### config.mk
export PLATFORM = sky130hd
export DESIGN_NAME = fault_status_and_serial_tx
export DESIGN_NICKNAME = d
export VERILOG_FILES = /design/src/inc/fault_status_pkg.sv /design/src/logic/fault_status_and_serial_tx.sv
export VERILOG_INCLUDE_DIRS = /design/src /design/src/inc
export SDC_FILE = /design/constraint.sdc
export NUM_CORES = 1
export LEC_CHECK = 0
export ABC_CLOCK_PERIOD_IN_PS = 6550
export BUFFER_PORTS_ARGS = -buffer_cell sky130_fd_sc_hd__buf_2
export CORE_MARGIN = 1
export CORE_UTILIZATION = 56
export DETAILED_ROUTE_END_ITERATION = 7
export HOLD_SLACK_MARGIN = 0.15
export PLACE_DENSITY = 0.77
export SETUP_SLACK_MARGIN = 0.4
export SLEW_MARGIN = 20
export SYNTH_ARGS = -nofsm -noshare
export SYNTH_HDL_FRONTEND = slang
export SYNTH_SLANG_ARGS = --single-unit
### constraint.sdc
create_clock -name clk -period 6.55 [get_ports clk]
set_clock_uncertainty 0.15 [all_clocks]
set_input_delay 0.655 -clock clk [delete_from_list [all_inputs] [get_ports clk]]
set_output_delay 0.655 -clock clk [all_outputs]
set_load 0.01 [all_outputs]
### src/inc/fault_status_defs.svh
// constants for the fault status and serial transmit block
// assumes a 40 MHz core clock; included by bare name
`ifndef FAULT_STATUS_DEFS_SVH
`define FAULT_STATUS_DEFS_SVH
// ==========================================
// status word bit positions
`define ST_SELFTEST_BIT  0
`define ST_DISCRETE_BIT  1
`define ST_SERIAL_BIT    2
`define ST_IDLE_BIT      3
`define ST_CLKA_BIT      4
`define ST_CLKB_BIT      5
`define ST_NOCLK_BIT     6
`define ST_XFER_BIT      7
`define ST_READY_BIT     15
`define STATUS_RESET     16'h0008
// ==========================================
// timing
`define CLK_HZ           40000000
`define HOLD_US          20
`define HOLD_CYC         ((`HOLD_US * `CLK_HZ) / 1000000)
`define STROBE_NS        500
`define STROBE_CYC       ((`STROBE_NS * (`CLK_HZ / 1000000) + 999) / 1000)
`define SLOW_HZ          12500
`define FAST_HZ          100000
`define SLOW_HALF_CYC    (`CLK_HZ / (2 * `SLOW_HZ))
`define FAST_HALF_CYC    (`CLK_HZ / (2 * `FAST_HZ))
`define MSG_MS           100
`define MSG_CYC          (`MSG_MS * (`CLK_HZ / 1000))
`endif

### src/inc/fault_status_pkg.sv
// types for the fault status and serial transmit block
// assumes nothing beyond the defs header
package fault_status_pkg;
  typedef enum logic [1:0]
  {
    TX_IDLE  = 2'b00,
    TX_LOAD  = 2'b01,
    TX_HIGH  = 2'b11,
    TX_LOW   = 2'b10
  } tx_state_t;
endpackage

### src/logic/fault_status_and_serial_tx.sv
// fault/status word, fault flag, ready hold-off and dual-rail serial transmitter
// assumes channel, self-test and clock monitors sit outside on the same clock
`timescale 1ns/1ps
`include "fault_status_defs.svh"

module fault_status_and_serial_tx
#(
  parameter int WORD_BITS  = 32,
  parameter int MSG_WORDS  = 6,
  parameter int MSG_CYCLES = `MSG_CYC,
  parameter int HOLD_CYCLES = `HOLD_CYC
)
(
  input  wire logic                    clk,
  input  wire logic                    rst_n,
  input  wire logic                    status_rd,
  output logic [15:0]                  status_word,
  output logic                         fault_n,
  output logic                         ready,
  output logic                         data_frozen,
  input  wire logic                    selftest_start,
  input  wire logic                    selftest_fail,
  input  wire logic                    selftest_done,
  input  wire logic                    sampling,
  input  wire logic                    chan_hard_fault,
  input  wire logic                    bus_xfer_error,
  input  wire logic                    serial_xfer_error,
  input  wire logic                    clka_bad,
  input  wire logic                    clkb_bad,
  input  wire logic                    no_clock,
  input  wire logic                    primary_clock_probe,
  output logic                         use_secondary_clk,
  input  wire logic                    bounce_rd,
  input  wire logic                    sample_tick,
  input  wire logic [WORD_BITS-1:0]    msg_data,
  output logic                         msg_load,
  output logic                         bounce_clear,
  input  wire logic                    serial_bit_speed_sel,
  input  wire logic                    message_interval_sel,
  input  wire logic                    message_strobe_in,
  output logic                         message_strobe_out,
  output logic                         serial_zero_rail,
  output logic                         serial_one_rail
);
  import fault_status_pkg::*;

  localparam int HALF_SLOW = `SLOW_HALF_CYC;
  localparam int HALF_FAST = `FAST_HALF_CYC;
  localparam int STB_CYC   = `STROBE_CYC;

  // elaboration check: every counter needs at least one state to count
  if (WORD_BITS < 1 || MSG_WORDS < 1 || MSG_CYCLES < 2 || HOLD_CYCLES < 1)
  begin
    $error("fault_status_and_serial_tx: bad parameter");
  end

  // ==========================================
  // pin synchronisers: three flops, change accepted when stages two and three agree
  logic [2:0] probe_sync;
  logic [2:0] speed_sync;
  logic [2:0] intv_sync;
  logic [2:0] stbi_sync;
  logic       probe_q;
  logic       speed_q;
  logic       intv_q;
  logic       stbi_q;
  logic       stbi_prev;

  always_ff @(posedge clk or negedge rst_n)
  begin
    if (!rst_n)
    begin
      probe_sync <= 3'h7;
      speed_sync <= 3'h7;
      intv_sync  <= 3'h0;
      stbi_sync  <= 3'h0;
    end
    else
    begin
      probe_sync <= {probe_sync[1:0], primary_clock_probe};
      speed_sync <= {speed_sync[1:0], serial_bit_speed_sel};
      intv_sync  <= {intv_sync[1:0], message_interval_sel};
      stbi_sync  <= {stbi_sync[1:0], message_strobe_in};
    end
  end

  // filtered pin levels
  always_ff @(posedge clk or negedge rst_n)
  begin
    if (!rst_n)
    begin
      probe_q   <= 1'b1;
      speed_q   <= 1'b1;
      intv_q    <= 1'b0;
      stbi_q    <= 1'b0;
      stbi_prev <= 1'b0;
    end
    else
    begin
      if (probe_sync[1] == probe_sync[2]) probe_q <= probe_sync[2];
      if (speed_sync[1] == speed_sync[2]) speed_q <= speed_sync[2];
      if (intv_sync[1] == intv_sync[2]) intv_q <= intv_sync[2];
      if (stbi_sync[1] == stbi_sync[2]) stbi_q <= stbi_sync[2];
      stbi_prev <= stbi_q;
    end
  end

  // ==========================================
  // status bits
  logic selftest_reg;
  logic discrete_reg;
  logic serial_reg;
  logic xfer_reg;
  logic clka_reg;
  logic clkb_reg;
  logic noclk_reg;
  logic tx_busy;

  // self-test fault: cleared when a pass starts, set on failure; set wins
  always_ff @(posedge clk or negedge rst_n)
  begin
    if (!rst_n)
      selftest_reg <= 1'b0;
    else if (selftest_fail)
      selftest_reg <= 1'b1;
    else if (selftest_start)
      selftest_reg <= 1'b0;
  end

  // hard fault bits stay set until reset
  always_ff @(posedge clk or negedge rst_n)
  begin
    if (!rst_n)
    begin
      discrete_reg <= 1'b0;
      serial_reg   <= 1'b0;
      xfer_reg     <= 1'b0;
    end
    else
    begin
      if (chan_hard_fault || bus_xfer_error) discrete_reg <= 1'b1;
      if (selftest_fail || serial_xfer_error) serial_reg <= 1'b1;
      if (bus_xfer_error) xfer_reg <= 1'b1;
    end
  end

  // clock path monitoring and path select
  always_ff @(posedge clk or negedge rst_n)
  begin
    if (!rst_n)
    begin
      clka_reg          <= 1'b0;
      clkb_reg          <= 1'b0;
      noclk_reg         <= 1'b0;
      use_secondary_clk <= 1'b0;
    end
    else
    begin
      clka_reg          <= clka_bad || !probe_q;
      clkb_reg          <= clkb_bad;
      noclk_reg         <= no_clock || (clka_bad && clkb_bad);
      use_secondary_clk <= clka_bad || !probe_q;
    end
  end

  // ready and 20 us data hold after ready falls
  logic [$clog2(HOLD_CYCLES+1)-1:0] hold_cnt;
  always_ff @(posedge clk or negedge rst_n)
  begin
    if (!rst_n)
    begin
      ready       <= 1'b0;
      hold_cnt    <= '0;
      data_frozen <= 1'b0;
    end
    else
    begin
      ready <= !(sampling || (selftest_start || !selftest_done));
      if (ready && (sampling || selftest_start || !selftest_done))
        hold_cnt <= ($clog2(HOLD_CYCLES+1))'(HOLD_CYCLES);
      else if (hold_cnt != '0)
        hold_cnt <= hold_cnt - 1'b1;
      data_frozen <= (hold_cnt > 1) ||
                     (ready && (sampling || selftest_start || !selftest_done));
    end
  end

  // status word register, readable regardless of ready; fault flag
  always_ff @(posedge clk or negedge rst_n)
  begin
    if (!rst_n)
    begin
      status_word <= `STATUS_RESET;
      fault_n     <= 1'b1;
    end
    else
    begin
      status_word <= '0;
      status_word[`ST_SELFTEST_BIT] <= selftest_reg;
      status_word[`ST_DISCRETE_BIT] <= discrete_reg;
      status_word[`ST_SERIAL_BIT]   <= serial_reg;
      status_word[`ST_IDLE_BIT]     <= !tx_busy;
      status_word[`ST_CLKA_BIT]     <= clka_reg;
      status_word[`ST_CLKB_BIT]     <= clkb_reg;
      status_word[`ST_NOCLK_BIT]    <= noclk_reg;
      status_word[`ST_XFER_BIT]     <= xfer_reg;
      status_word[`ST_READY_BIT]    <= ready;
      fault_n <= !(selftest_reg || discrete_reg || serial_reg ||
                   clka_reg || clkb_reg || noclk_reg || xfer_reg);
    end
  end

  // ==========================================
  // message scheduling and strobe
  logic [$clog2(MSG_CYCLES)-1:0] intv_cnt;
  logic                          msg_start;
  logic [$clog2(STB_CYC+1)-1:0]  stb_cnt;
  logic [5:0]                    stb_run;   // strobe run length, for the width check

  always_ff @(posedge clk or negedge rst_n)
  begin
    if (!rst_n)
    begin
      intv_cnt  <= '0;
      msg_start <= 1'b0;
    end
    else
    begin
      if (intv_cnt == ($clog2(MSG_CYCLES))'(MSG_CYCLES - 1))
        intv_cnt <= '0;
      else
        intv_cnt <= intv_cnt + 1'b1;
      msg_start <= intv_q ? sample_tick
                          : (intv_cnt == ($clog2(MSG_CYCLES))'(MSG_CYCLES - 1));
    end
  end

  // strobe out pulse and bounce clears
  always_ff @(posedge clk or negedge rst_n)
  begin
    if (!rst_n)
    begin
      stb_cnt            <= '0;
      stb_run            <= '0;
      message_strobe_out <= 1'b0;
      bounce_clear       <= 1'b0;
    end
    else
    begin
      if (msg_load)
        stb_cnt <= ($clog2(STB_CYC+1))'(STB_CYC);
      else if (stb_cnt != '0)
        stb_cnt <= stb_cnt - 1'b1;
      message_strobe_out <= msg_load || (stb_cnt > 1);
      bounce_clear <= bounce_rd || (stbi_q && !stbi_prev);
      stb_run <= message_strobe_out ? stb_run + 1'b1 : 6'h00;
    end
  end

  // ==========================================
  // dual-rail transmitter, bit timing divided from clk
  tx_state_t                       tx_state;
  logic [WORD_BITS-1:0]            shift_reg;
  logic [$clog2(WORD_BITS+1)-1:0]  bit_cnt;
  logic [$clog2(MSG_WORDS+1)-1:0]  word_cnt;
  logic [$clog2(HALF_SLOW+1)-1:0]  div_cnt;
  logic [$clog2(HALF_SLOW+1)-1:0]  half_len;

  assign half_len = speed_q ? ($clog2(HALF_SLOW+1))'(HALF_SLOW)
                            : ($clog2(HALF_SLOW+1))'(HALF_FAST);
  assign tx_busy  = (tx_state != TX_IDLE);

  always_ff @(posedge clk or negedge rst_n)
  begin
    if (!rst_n)
    begin
      tx_state         <= TX_IDLE;
      shift_reg        <= '0;
      bit_cnt          <= '0;
      word_cnt         <= '0;
      div_cnt          <= '0;
      msg_load         <= 1'b0;
      serial_zero_rail <= 1'b0;
      serial_one_rail  <= 1'b0;
    end
    else
    begin
      msg_load <= 1'b0;
      case (tx_state)
        TX_IDLE:
        begin
          serial_zero_rail <= 1'b0;
          serial_one_rail  <= 1'b0;
          word_cnt         <= '0;
          if (msg_start)
            tx_state <= TX_LOAD;
        end
        TX_LOAD:
        begin
          shift_reg <= msg_data;
          msg_load  <= (word_cnt == '0);
          bit_cnt   <= '0;
          div_cnt   <= half_len - 1'b1;
          tx_state  <= TX_HIGH;
        end
        TX_HIGH:
        begin
          serial_one_rail  <= shift_reg[0];
          serial_zero_rail <= !shift_reg[0];
          if (div_cnt == '0)
          begin
            div_cnt  <= half_len - 1'b1;
            tx_state <= TX_LOW;
          end
          else
            div_cnt <= div_cnt - 1'b1;
        end
        TX_LOW:
        begin
          serial_one_rail  <= 1'b0;
          serial_zero_rail <= 1'b0;
          if (div_cnt != '0)
            div_cnt <= div_cnt - 1'b1;
          else if (bit_cnt == ($clog2(WORD_BITS+1))'(WORD_BITS - 1))
          begin
            word_cnt <= word_cnt + 1'b1;
            tx_state <= (word_cnt == ($clog2(MSG_WORDS+1))'(MSG_WORDS - 1)) ? TX_IDLE
                                                                            : TX_LOAD;
          end
          else
          begin
            shift_reg <= shift_reg >> 1;
            bit_cnt   <= bit_cnt + 1'b1;
            div_cnt   <= half_len - 1'b1;
            tx_state  <= TX_HIGH;
          end
        end
        default:
          tx_state <= TX_IDLE;
      endcase
    end
  end

  // ==========================================
  // assertions
  a_fault_flag_low: assert property (@(posedge clk) disable iff (!rst_n)
    (selftest_reg || discrete_reg || serial_reg || clka_reg || clkb_reg || noclk_reg || xfer_reg)
    |=> !fault_n) else $error("fault flag not low on fault");
  a_rails_exclusive: assert property (@(posedge clk) disable iff (!rst_n)
    !(serial_zero_rail && serial_one_rail)) else $error("both rails high");
  a_idle_bit_track: assert property (@(posedge clk) disable iff (!rst_n)
    status_word[`ST_IDLE_BIT] == !$past(tx_busy)) else $error("idle bit wrong");
  a_strobe_width: assert property (@(posedge clk) disable iff (!rst_n)
    $fell(message_strobe_out) |-> stb_run == 6'(STB_CYC)) else $error("strobe width wrong");
  a_high_bits_zero: assert property (@(posedge clk) disable iff (!rst_n)
    status_word[14:8] == 7'h00) else $error("reserved bits set");
  a_ready_mirror: assert property (@(posedge clk) disable iff (!rst_n)
    status_word[`ST_READY_BIT] == $past(ready)) else $error("ready mirror wrong");
  a_hold_window: assert property (@(posedge clk) disable iff (!rst_n)
    $fell(ready) |-> data_frozen [*8]) else $error("data not held");
  a_selftest_clear: assert property (@(posedge clk) disable iff (!rst_n)
    (selftest_start && !selftest_fail) |=> !selftest_reg) else $error("self-test bit not cleared");
  a_probe_secondary: assert property (@(posedge clk) disable iff (!rst_n)
    !probe_q |=> use_secondary_clk && status_word[`ST_CLKA_BIT] == $past(clka_reg))
    else $error("probe did not force secondary");
  c_message_sent: cover property (@(posedge clk) disable iff (!rst_n) $fell(tx_busy));
  c_strobe_loop: cover property (@(posedge clk) disable iff (!rst_n) bounce_clear && !bounce_rd);
  c_fault_seen: cover property (@(posedge clk) disable iff (!rst_n) $fell(fault_n));
endmodule

# After elaboration in Yosys (flattened, before gate mapping)
# Index checks and enable logic that the tools add are counted.
# word_totals
regBits	133
latchBits	0
ram_bits	0
romBits	0
output_inout_bits	25
wordCells	136
memories	0
# op_classes
add_sub_neg	7
mul	0
n_div	0
n_lt_le_gt_ge	2
n_eq_ne	16
shift	0
mux	31
n_bitwise	0
reduce_logical	46
# ops
cell	n
$mux W32	2
$pmux W32 S2	1
$mux W11	4
$pmux W11 S3	1
$add A22 B1 Y22 const B	1
$eq A22 B22 Y1 const B	1
$mux W22	1
$sub A11 B1 Y11 const B	2
$mux W10	2
$logic_or A1 B1 Y1	17
$reduce_bool A2 Y1	7
$mux W6	2
$pmux W6 S2	1
$logic_not A11 Y1	1
$reduce_bool A11 Y1	1
$gt A10 B1 Y1 const B	1
$mux W5	2
$ne A2 B2 Y1 const B	5
$reduce_bool A10 Y1	1
$sub A10 B1 Y10 const B	1
$reduce_and A3 Y1	3
$mux W2	4
$pmux W2 S4	1
$logic_not A1 Y1	7
21 further kinds	33

# Longest topological paths before layout
# Gate-level depths: netlist of run 1.
# depth
word_depth	7
depth_mapped	7

# Least setup slack after synthesis of run 1
# No wires, ideal clock.
# synth_timing
kind	flip-flop to flip-flop
from	reg intv_cnt[14]
to	reg intv_cnt[20]
setup_time_ns	0.130
t_arrival_ns	1.907
slack_ns	4.363
path_stages_with_launch	6
path_buffers	1
period_less_slack_ns	2.187
path_cell_list	dfrtp_1 > or4_1 > or4_4 > nor4_4 > buf_6 > a21oi_1
# synth_between
elab_chain_cells	2
# synth_lines
element	line_no	rtl
start: declaration	fault_status_and_serial_tx.sv:215	logic [$clog2(MSG_CYCLES)-1:0] intv_cnt;
start signal: assignment	fault_status_and_serial_tx.sv:232	intv_cnt <= intv_cnt + 1'b1;
$add A22 B1 Y22 / $eq A22 B22 Y1 (equally long branches)	fault_status_and_serial_tx.sv:232, fault_status_and_serial_tx.sv:229	
$mux W22 *	fault_status_and_serial_tx.sv:229	if (intv_cnt == ($clog2(MSG_CYCLES))'(MSG_CYCLES - 1))
# Every way passes the cells marked *; elsewhere a longest branch is shown, timed or not.
# A chain may end at the register's enable or synchronous reset.

# Worst setup path in the final report of run 1
# layout_timing
from	reg div_cnt[2]
to	reg div_cnt[1]
# layout_between
elab_chain_cells	3
# layout_lines
element	line_no	rtl
start: declaration	fault_status_and_serial_tx.sv:266	logic [$clog2(HALF_SLOW+1)-1:0] div_cnt;
start signal: assignment	fault_status_and_serial_tx.sv:303	div_cnt <= half_len - 1'b1;
start signal: assignment	fault_status_and_serial_tx.sv:312	div_cnt <= half_len - 1'b1;
start signal: assignment	fault_status_and_serial_tx.sv:316	div_cnt <= div_cnt - 1'b1;
$reduce_bool A11 Y1 / $logic_not A11 Y1 (equally long branches)	fault_status_and_serial_tx.sv:322, fault_status_and_serial_tx.sv:310	
$mux W11 (tied with other cells)	fault_status_and_serial_tx.sv:322	if (div_cnt != '0)
$pmux W11 S3 / $reduce_and A2 Y1 (equally long branches)	n/a	
# Several ways; a longest one is shown, not always the timed one.

==> results.md, run 1 <==
- Syn-to-layout area delta: 17.8%
- # diodes: 0
- Count of different cell masters after synthesis: 66
- PwrDens: 355 nW/um2
- Setup violators final: 0
- Drt drc: 0
- Mapped Cells: 532
- Vias in the first global route: 4,354
- CP cell instances: or4_1 > nor3_4 > a21o_1 > inv_2 > mux2_4
- Outcome: complete, no violations
- TritonCTS clock tree: built
- Most area-hungry cell type in the Yosys netlist: dfrtp_1
- Final RePlAce weighted congestion: 0.861
- Placed Area: 6490 um2
- Finished Layout Cells: 758
- DR WL/cell: 15.2 um
- Routed Antenna Nets: 0
- Prevailing post-synth register cell: dfrtp_1
- First-pass GRT wire length: 19,800 um
- Buffers plus inverters on the worst setup path: 1
- Post-synthesis register bit count: 133
- Tightest Pin Transition: 827 ps
- Hold crit path type: input pin to register
- Crit Path Max Fanout: 11
- F_max: 369 MHz
- Via Count: 4,421
- Final Power: 2.55 mW
- Final instance area: 7180 um2
- Port bufs: 67
- Die height: 106 um
- Startpoint Class: register
- Crit path required time: 6800 ps
- DR pass1 iterations: 4
- TNS Setup: 0 ps
- Hold Vio Cnt, Final: 0
- Seq/Total Area, Yosys: 0.548
- Total GRT Usage: 0.224
- Clock latency on the worst-skew pair: 520 ps
- Layout cells sized above 1: 0.260
- Starting DRT DRC Count: 314
- Final slew viol count: 0
- Overflow left after global routing: 0
- Effective utilization at floorplan: 0.585
- Pin count of the biggest net entering global routing: 69
- FP Rows: 37
- Die Wd: 106 um
- Max FFs per register: 32
- CP endpoint kind: register
- Post-cts sizing count: 0
- RSZ-0062 raised after global routing: no
- Top cell type's share of synthesized area: 0.505
- GRT met1 Usage: 0.274
- Final layout net count: 673
- Leak Pwr: 3.15 nW
- Gr busiest metal: met2
- Vias per inst: 5.83
- Most common cell after layout, fill and taps aside: dfrtp_1
- YS warnings: 0
- Syn avg cell area: 11.5 um2
- Cells after DPL: 718
- Die area: 11,300 um2
- Routed WL: 11,600 um
- Met2 Use GR: 0.381
- CP peak stage delay: 720 ps
- DPL Wire Length: 7510 um
- Hold_buf cts: 8
- Kind of cell adding the most delay to the critical path: simple AND/OR/NAND/NOR gates
- Max Root-Sink Buffers: 2
- Mapped cell area: 6090 um2
- # IOs: 76
- Grt met3 use: 0.0607
- Worst EP arrival: 2960 ps
- Commonest non-fill, non-tap cells in the layout: 123 x dfrtp_1, 66 x buf_2, 41 x nand2b_1
- Clk root buf: clkbuf_8
- Total clock sinks: 133
- Rel. slew slack: 0.449
- Max VDD drop: 201 uV
- Cts bufs inserted: 17
- EDFF count, synth: 0
- Fin crit period: 2710 ps
- Fraction of registers with async set/reset: 1.00
- Crit-path slowest cell: or4_1
- Antenna violations before repair: 0
- H-tree lvl count: 4
- Max cap viols: 0
- Synth area leaders: dfrtp_1 51%, o221a_2 5.7%, dfstp_2 4.3%, nand2b_1 4.2%, ha_1 2.7%
- Core Area: 10,400 um2
- Buffer count from post-CTS setup fixing: 0
- Clock Pin Slew Worst Setup and Hold Paths: 60 ps
- Final Cycle Share: 0.414
- Setup Crit Path Kind: register to register
- Final core utilization: 0.689
path summary, 6_finish.rpt:
| path | from | end | slack [ps] | depth (start not counted) |
|---|---|---|---|---|
| max | div_cnt[2]$_DFFE_PN0P_ | div_cnt[1]$_DFFE_PN0P_ | 3840 | 5 |
| min | no_clock | noclk_reg$_DFF_PN0_ | 170 | 2 |
| max reg2reg | div_cnt[2]$_DFFE_PN0P_ | div_cnt[1]$_DFFE_PN0P_ | 3840 | 5 |
| min reg2reg | intv_sync[0]$_DFF_PN0_ | intv_sync[1]$_DFF_PN0_ | 210 | 0 |
| max in group asynchronous | rst_n | serial_zero_rail$_DFFE_PN0P_ | 4280 | 3 |
| min in group asynchronous | rst_n | status_word[6]$_DFF_PN0_ | 640 | 2 |
cell usage after synthesis, types with 7 or more instances:
cell type	count
dfrtp_1	123
a211oi_1	7
dfstp_2	10
and3_1	10
nor3_1	13
xnor2_1	13
or3_1	10
nand3_1	17
xor2_1	7
o221a_2	31
buf_4	8
nand2_1	25
nor2_1	35
inv_1	22
o21ai_0	14
clkbuf_1	10
a21oi_1	13
ha_1	13
or4_1	10
nand2b_1	41
cell families (layout without fill, tap and decap cells):
| kind of cell | Yosys count | after routing | synth area share |
|---|---|---|---|
| simple gates | 201 | 201 | 0.193 |
| flops | 133 | 133 | 0.548 |
| compound gates | 104 | 104 | 0.143 |
| buf+inv | 49 | 133 | 0.0409 |
| xor+xnor | 20 | 20 | 0.0287 |
| fa+ha+maj | 17 | 17 | 0.0333 |
| mux | 7 | 7 | 0.0125 |
| other cells | 1 | 7 | 0.000615 |
layout make-up:
class | count | area [um2]
clock buffer | 20 | 455
clock inverter | 12 | 151
fill | 762 | 3240
inverter | 23 | 86.3
multi-input combinational | 356 | 2530
sequential | 133 | 3340
tap | 136 | 170
timing repair buffer | 78 | 440
worst reg2reg max path: stages (launching register included):
cell     delay [ps]
dfrtp_1         450
or4_1           720
nor3_4          460
a21o_1          420
inv_2            90
mux2_4          300
layer usage:
metal,routed length (um),up-vias
met5,0,-
met2,5830,125
met4,166,0
met1,5030,2193
li1,-,2086
met3,533,17
power by group:
group          internal (mW)  total, mW  switching (mW)
clock network          0.609      0.957           0.347
logic                  0.231      0.448           0.218
registers              0.988       1.14           0.153
total                   1.83       2.55           0.718
per-stage QoR:
step	worst slack, ps	hold WS, ps
after floorplan	4360	181
after global placement	3890	183
after detailed placement	3860	189
after CTS	3830	157
after global routing	3690	156
final	3840	173
Note: power is estimated with default switching activity, not from simulation.
==> run 2, diff against run 1 <==
ABC_CLOCK_PERIOD_IN_PS = 2450   (was 6550)
CORE_UTILIZATION = 52   (was 56)
PLACE_DENSITY = 0.76   (was 0.77)
clock period = 2.45 ns   (was 6.55 ns; I/O delays follow)
==> run 2 against run 1 <==
Fmax rose by 19%. Cell count rose by 12%. Wire length rose by 23%. Worst setup slack got worse by 3700 ps. Non-clock buffer count rose by 87. Clock power rose to 2.7 times the previous value. Worst hold slack improved by 5.3 ps. Via count rose by 12%. Critical path depth rose by 1. Critical path type unchanged. Critical endpoint is now div_cnt[10]$_DFFE_PN0P_. Highest routed layer unchanged.
==> results.md, run 2 (synthesis results as in run 1) <==
- Core Area: 11,400 um2
- Antenna violations before repair: 0
- TritonCTS clock tree: built
- Logic pwr share: 0.226
- Layout cells sized above 1: 0.343
- Max Root-Sink Buffers: 2
- Total GRT Usage: 0.240
- Final RePlAce weighted congestion: 0.857
- Fin crit period: 2270 ps
- F_max: 441 MHz
- Pin count of the biggest net entering global routing: 47
- M1 wire length: 5990 um
- Max cap viols: 0
- Max VDD drop: 824 uV
- Psw: 2.11 mW
- Crit path required time: 2580 ps
- DR WL/cell: 16.7 um
- Cts bufs inserted: 17
- Syn-to-layout area delta: 36.8%
- Die area: 12,200 um2
- Routed Antenna Nets: 0
- TNS Setup: 0 ps
- Crit Path Max Fanout: 6
- Overflow left after global routing: 0
- Final worst slack: 182 ps
- Worst r2r src: div_cnt[7]$_DFFE_PN0P_
- Switching share of power: 0.288
- Max FFs per register: 32
- Startpoint Class: register
- Die height: 110 um
- Hold crit path type: input pin to register
- Seq pwr share: 0.421
- Setup violators final: 0
- Routed WL: 14,200 um
- Clock Pin Slew Worst Setup and Hold Paths: 60 ps
- Vias in the first global route: 4,828
- FP Rows: 39
- CP endpoint kind: register
- DR WL met3: 718 um
- Starting DRT DRC Count: 380
- Clock latency on the worst-skew pair: 410 ps
- Total clock sinks: 133
- Top sig layer: met4
- Port bufs: 67
- Final slew viol count: 0
- Commonest non-fill, non-tap cells in the layout: 119 x dfrtp_1, 67 x buf_2, 52 x dlygate4sd3_1
- Rel. slew slack: 0.597
- Leak Pwr: 3.62 nW
- PwrDens: 880 nW/um2
- Outcome: complete, no violations
- Via Count: 4,969
- Setup Crit Path Kind: register to register
- Clk root buf: clkbuf_16
- Hold_sp: selftest_start
- # IOs: 76
- Critical path startpoint: div_cnt[7]$_DFFE_PN0P_
- Vias per inst: 5.83
- Hold Vio Cnt, Final: 0
- H-tree lvl count: 4
- RSZ-0062 raised after global routing: yes
- Worst EP arrival: 2400 ps
- # fillers: 744
- Met2 wire length: 7150 um
- Most common cell after layout, fill and taps aside: dfrtp_1
- Effective utilization at floorplan: 0.534
- First-pass GRT wire length: 22,300 um
- DR pass1 iterations: 5
- Drt drc: 0
- Setup WS pre-CTS: 161 ps
- Die Wd: 110 um
- Tightest Pin Transition: 605 ps
- # diodes: 0
- Final Power: 7.33 mW
- Power Internal: 5.22 mW
- Final Cycle Share: 0.926
- Final layout net count: 760
- Clk network pwr share: 0.353
- DPL Wire Length: 8020 um
==> run 2: cell types whose count changed in the layout (fill, tap and decap cells not counted), moves of 6 or more <==
cell           before  now
o21ai_0            14    8
buf_4               4   29
buf_6               0   13
o221a_4             0    9
a21oi_1            13    7
a21oi_2             0    6
dlygate4sd3_1       8   52
o221a_2            31   22
==> run 2: timing repair <==
item / CTS / global route
gates cloned: 1 / 2
hold endpoints to repair: 122 / 0
pin swaps: 9 / 13
hold buffers: 52 / 0
setup endpoints to repair: 62 / 70
buffers inserted: 12 / 12
resized for setup: 19 / 62
==> run 2: power by group through the flow <==
stage,clock [mW],combinational (mW),sequential [mW]
2_1_floorplan,0,0.964,2.99
3_3_place_gp,0,1.18,3.06
3_5_place_dp,0,1.27,3.09
4_1_cts,2.62,1.46,3.05
5_1_grt,2.74,1.83,3.14
6_report,2.59,1.66,3.09
==> run 2: path summary, 6_finish.rpt <==
path | to | slack [ps] | cells past startpoint
worst max-delay path | div_cnt[10]$_DFFE_PN0P_ | 180 | 6
worst min-delay path | hold_cnt[8]$_DFFE_PN0P_ | 180 | 4
worst max register to register | div_cnt[10]$_DFFE_PN0P_ | 180 | 6
worst min register to register | stbi_sync[1]$_DFF_PN0_ | 200 | 0
max in group asynchronous | speed_sync[0]$_DFF_PN1_ | 1230 | 3
min in group asynchronous | status_word[7]$_DFF_PN0_ | 230 | 2
==> run 2: final cells by class <==
cell class	instances	area, um2	share of cell area
Inverter	23	88.8	0.0107
Clock buffer	23	478	0.0573
Clock inverter	9	125	0.0150
Tap cell	143	179	0.0215
Multi-Input combinational cell	356	2830	0.339
Timing Repair Buffer	165	1290	0.155
Sequential cell	133	3350	0.401
==> run 2: through the flow <==
| step | cells | cell area [um2] | utilization | hold slack (ps) |
|---|---|---|---|---|
| after detailed placement | 741 | 6720 | 0.589 | 144 |
| final | 852 | 8340 | 0.730 | 178 |
| after CTS | 838 | 8010 | 0.702 | 161 |
| after global routing | 852 | 8340 | 0.730 | 209 |
| after floorplan | 538 | 6200 | - | -201 |
| after global placement | 741 | 6720 | 0.589 | 145 |
==> run 2: layer usage <==
| layer | global-route usage | vias to the layer above |
|---|---|---|
| met5 | 0 | - |
| met4 | 0.0977 | 0 |
| met3 | 0.0641 | 37 |
| met2 | 0.395 | 197 |
| met1 | 0.302 | 2465 |
| li1 | - | 2270 |
==> run 2: worst max-delay path: stages, from the launching register on <==
cell and delay [ps]:
dfrtp_2 430, or4_4 590, buf_4 170, o31ai_4 280
buf_4 180, o311a_1 210, o2bb2ai_1 110
==> run 3, diff against run 2 <==
BUFFER_PORTS_ARGS = -buffer_cell sky130_fd_sc_hd__buf_4   (was -buffer_cell sky130_fd_sc_hd__buf_2)
PLACE_DENSITY = 0.88   (was 0.76)
==> run 3 against run 2 <==
Worst hold slack got worse by 14 ps. Sequential power about the same. Sequential cell count unchanged. Sequential share of layout area decreased by 1.4 points. Cell count increased by 1.2%. Combinational power increased by 7%. Clock power decreased by 3%. Global-route usage increased by 3.4 points. Total power increased by 1.1%. Final area increased by 3.6%. Non-clock buffer count increased by 10. Critical path type unchanged. Critical endpoint is now shift_reg[30]$_DFFE_PN0P_. Largest power group unchanged. Highest routed layer unchanged.
==> results.md, run 3 (synthesis results as in run 1) <==
- H-tree lvl count: 4
- Final slew viol count: 0
- CP endpoint: shift_reg[30]$_DFFE_PN0P_
- Vias in the first global route: 5,126
- # IOs: 76
- Syn-to-layout area delta: 41.8%
- Crit Path Max Fanout: 17
- Hold crit path type: input pin to register
- Worst EP arrival: 2420 ps
- Leak Pwr: 3.75 nW
- PwrDens: 858 nW/um2
- Clock latency on the worst-skew pair: 430 ps
- Tightest Pin Transition: 738 ps
- DR WL/cell: 20.4 um
- Via Count: 5,312
- Total clock sinks: 133
- Critical path startpoint: div_cnt[5]$_DFFE_PN0P_
- R2r setup slk: 190 ps
- Crit path required time: 2610 ps
- DPL Wire Length: 8340 um
- CP endpoint kind: register
- Cts bufs inserted: 17
- Reg2Reg Depth: 6
- WHS: 165 ps
- FP Rows: 39
- Vias per inst: 6.16
- Final Cycle Share: 0.921
- Routed WL: 17,600 um
- Drt drc: 0
- Max Root-Sink Buffers: 2
- Max VDD drop: 846 uV
- Core Area: 11,400 um2
- Starting DRT DRC Count: 427
- Clock Pin Slew Worst Setup and Hold Paths: 60 ps
- Clk root buf: clkbuf_16
- Fin crit period: 2260 ps
- RSZ-0062 raised after global routing: yes
- Total GRT Usage: 0.274
- Pin count of the biggest net entering global routing: 54
- Overflow left after global routing: 0
- Routed Antenna Nets: 0
- TNS Setup: 0 ps
- Setup Crit Path Kind: register to register
- DR pass1 iterations: 5
- Die area: 12,200 um2
- Max FFs per register: 32
- Final layout net count: 770
- TritonCTS clock tree: built
- Outcome: complete, no violations
- # fillers: 637
- Most common cell after layout, fill and taps aside: dfrtp_1
- F_max: 443 MHz
- Die Wd: 110 um
- Hold Vio Cnt, Final: 0
- Final RePlAce weighted congestion: 0.846
- Worst r2r src: div_cnt[5]$_DFFE_PN0P_
- First-pass GRT wire length: 24,800 um
- Effective utilization at floorplan: 0.534
- Setup violators final: 0
- Layout cells sized above 1: 0.349
- Port bufs: 67
- Hold Path Depth: 4
- Max cap viols: 0
- Reg2reg end: shift_reg[30]$_DFFE_PN0P_
- Antenna violations before repair: 0
- Die height: 110 um
- # diodes: 0
- Startpoint Class: register
- Commonest non-fill, non-tap cells in the layout: 118 x dfrtp_1, 103 x buf_4, 50 x dlygate4sd3_1
- Rel. slew slack: 0.508
[run 3: per-layer routing]
metal	track usage	vias up	wire, um	part of all wire
met5	0	-	0	0
met4	0.152	0	697	0.040
met3	0.0735	77	1130	0.064
met2	0.458	284	9000	0.51
met1	0.320	2660	6760	0.38
li1	-	2291	-	-
[run 3: worst max-delay path: stages, from the launching register on]
cell     delay [ps]
dfrtp_1         390
or4_4           580
nor4_4          300
nand2_2         120
buf_4           160
buf_12          150
o221a_2         290
[run 3: through the flow]
stage / util / power [mW] / cells / instance area (um2) / worst slack (ps)
5_1_grt: 0.757 / 7.72 / 862 / 8640 / 134
2_1_floorplan: - / 3.95 / 538 / 6200 / 351
4_1_cts: 0.726 / 7.15 / 842 / 8290 / 328
3_3_place_gp: 0.603 / 4.27 / 738 / 6890 / 233
3_5_place_dp: 0.603 / 4.39 / 738 / 6890 / 116
6_report: 0.757 / 7.42 / 862 / 8640 / 193
[run 3: cell type report]
type | instances | area, um2 | share of cell area
Tap cell | 143 | 179 | 0.0207
Clock buffer | 23 | 468 | 0.0542
Clock inverter | 9 | 103 | 0.0119
Inverter | 23 | 86.3 | 0.00999
Timing Repair Buffer | 175 | 1600 | 0.185
Multi-Input combinational cell | 356 | 2860 | 0.330
Sequential cell | 133 | 3350 | 0.387
[run 3: what timing repair did]
action                                  CTS  global route
gates cloned                              2             2
hold buffers                             50             0
gates resized for setup                  27            45
endpoints found under the hold margin    98             0
setup buffers                            20            18
pin swaps                                11             8
endpoints found under the setup margin   61            68
[run 3: worst min path at each step]
stage	to	slack, ps	startpoint
6_report	hold_cnt[8]$_DFFE_PN0P_	160	selftest_start
5_1_grt	hold_cnt[8]$_DFFE_PN0P_	180	selftest_start
4_1_cts	hold_cnt[9]$_DFFE_PN0P_	160	selftest_start
3_5_place_dp	intv_sync[1]$_DFF_PN0_	190	intv_sync[0]$_DFF_PN0_
3_3_place_gp	intv_sync[1]$_DFF_PN0_	180	intv_sync[0]$_DFF_PN0_
2_1_floorplan	bit_cnt[0]$_DFFE_PN0P_	-200	rst_n
[run 3: report_power, final]
group          internal, mW  switching [mW]
clock network          1.55           0.966
logic                 0.969           0.814
registers              2.65           0.471
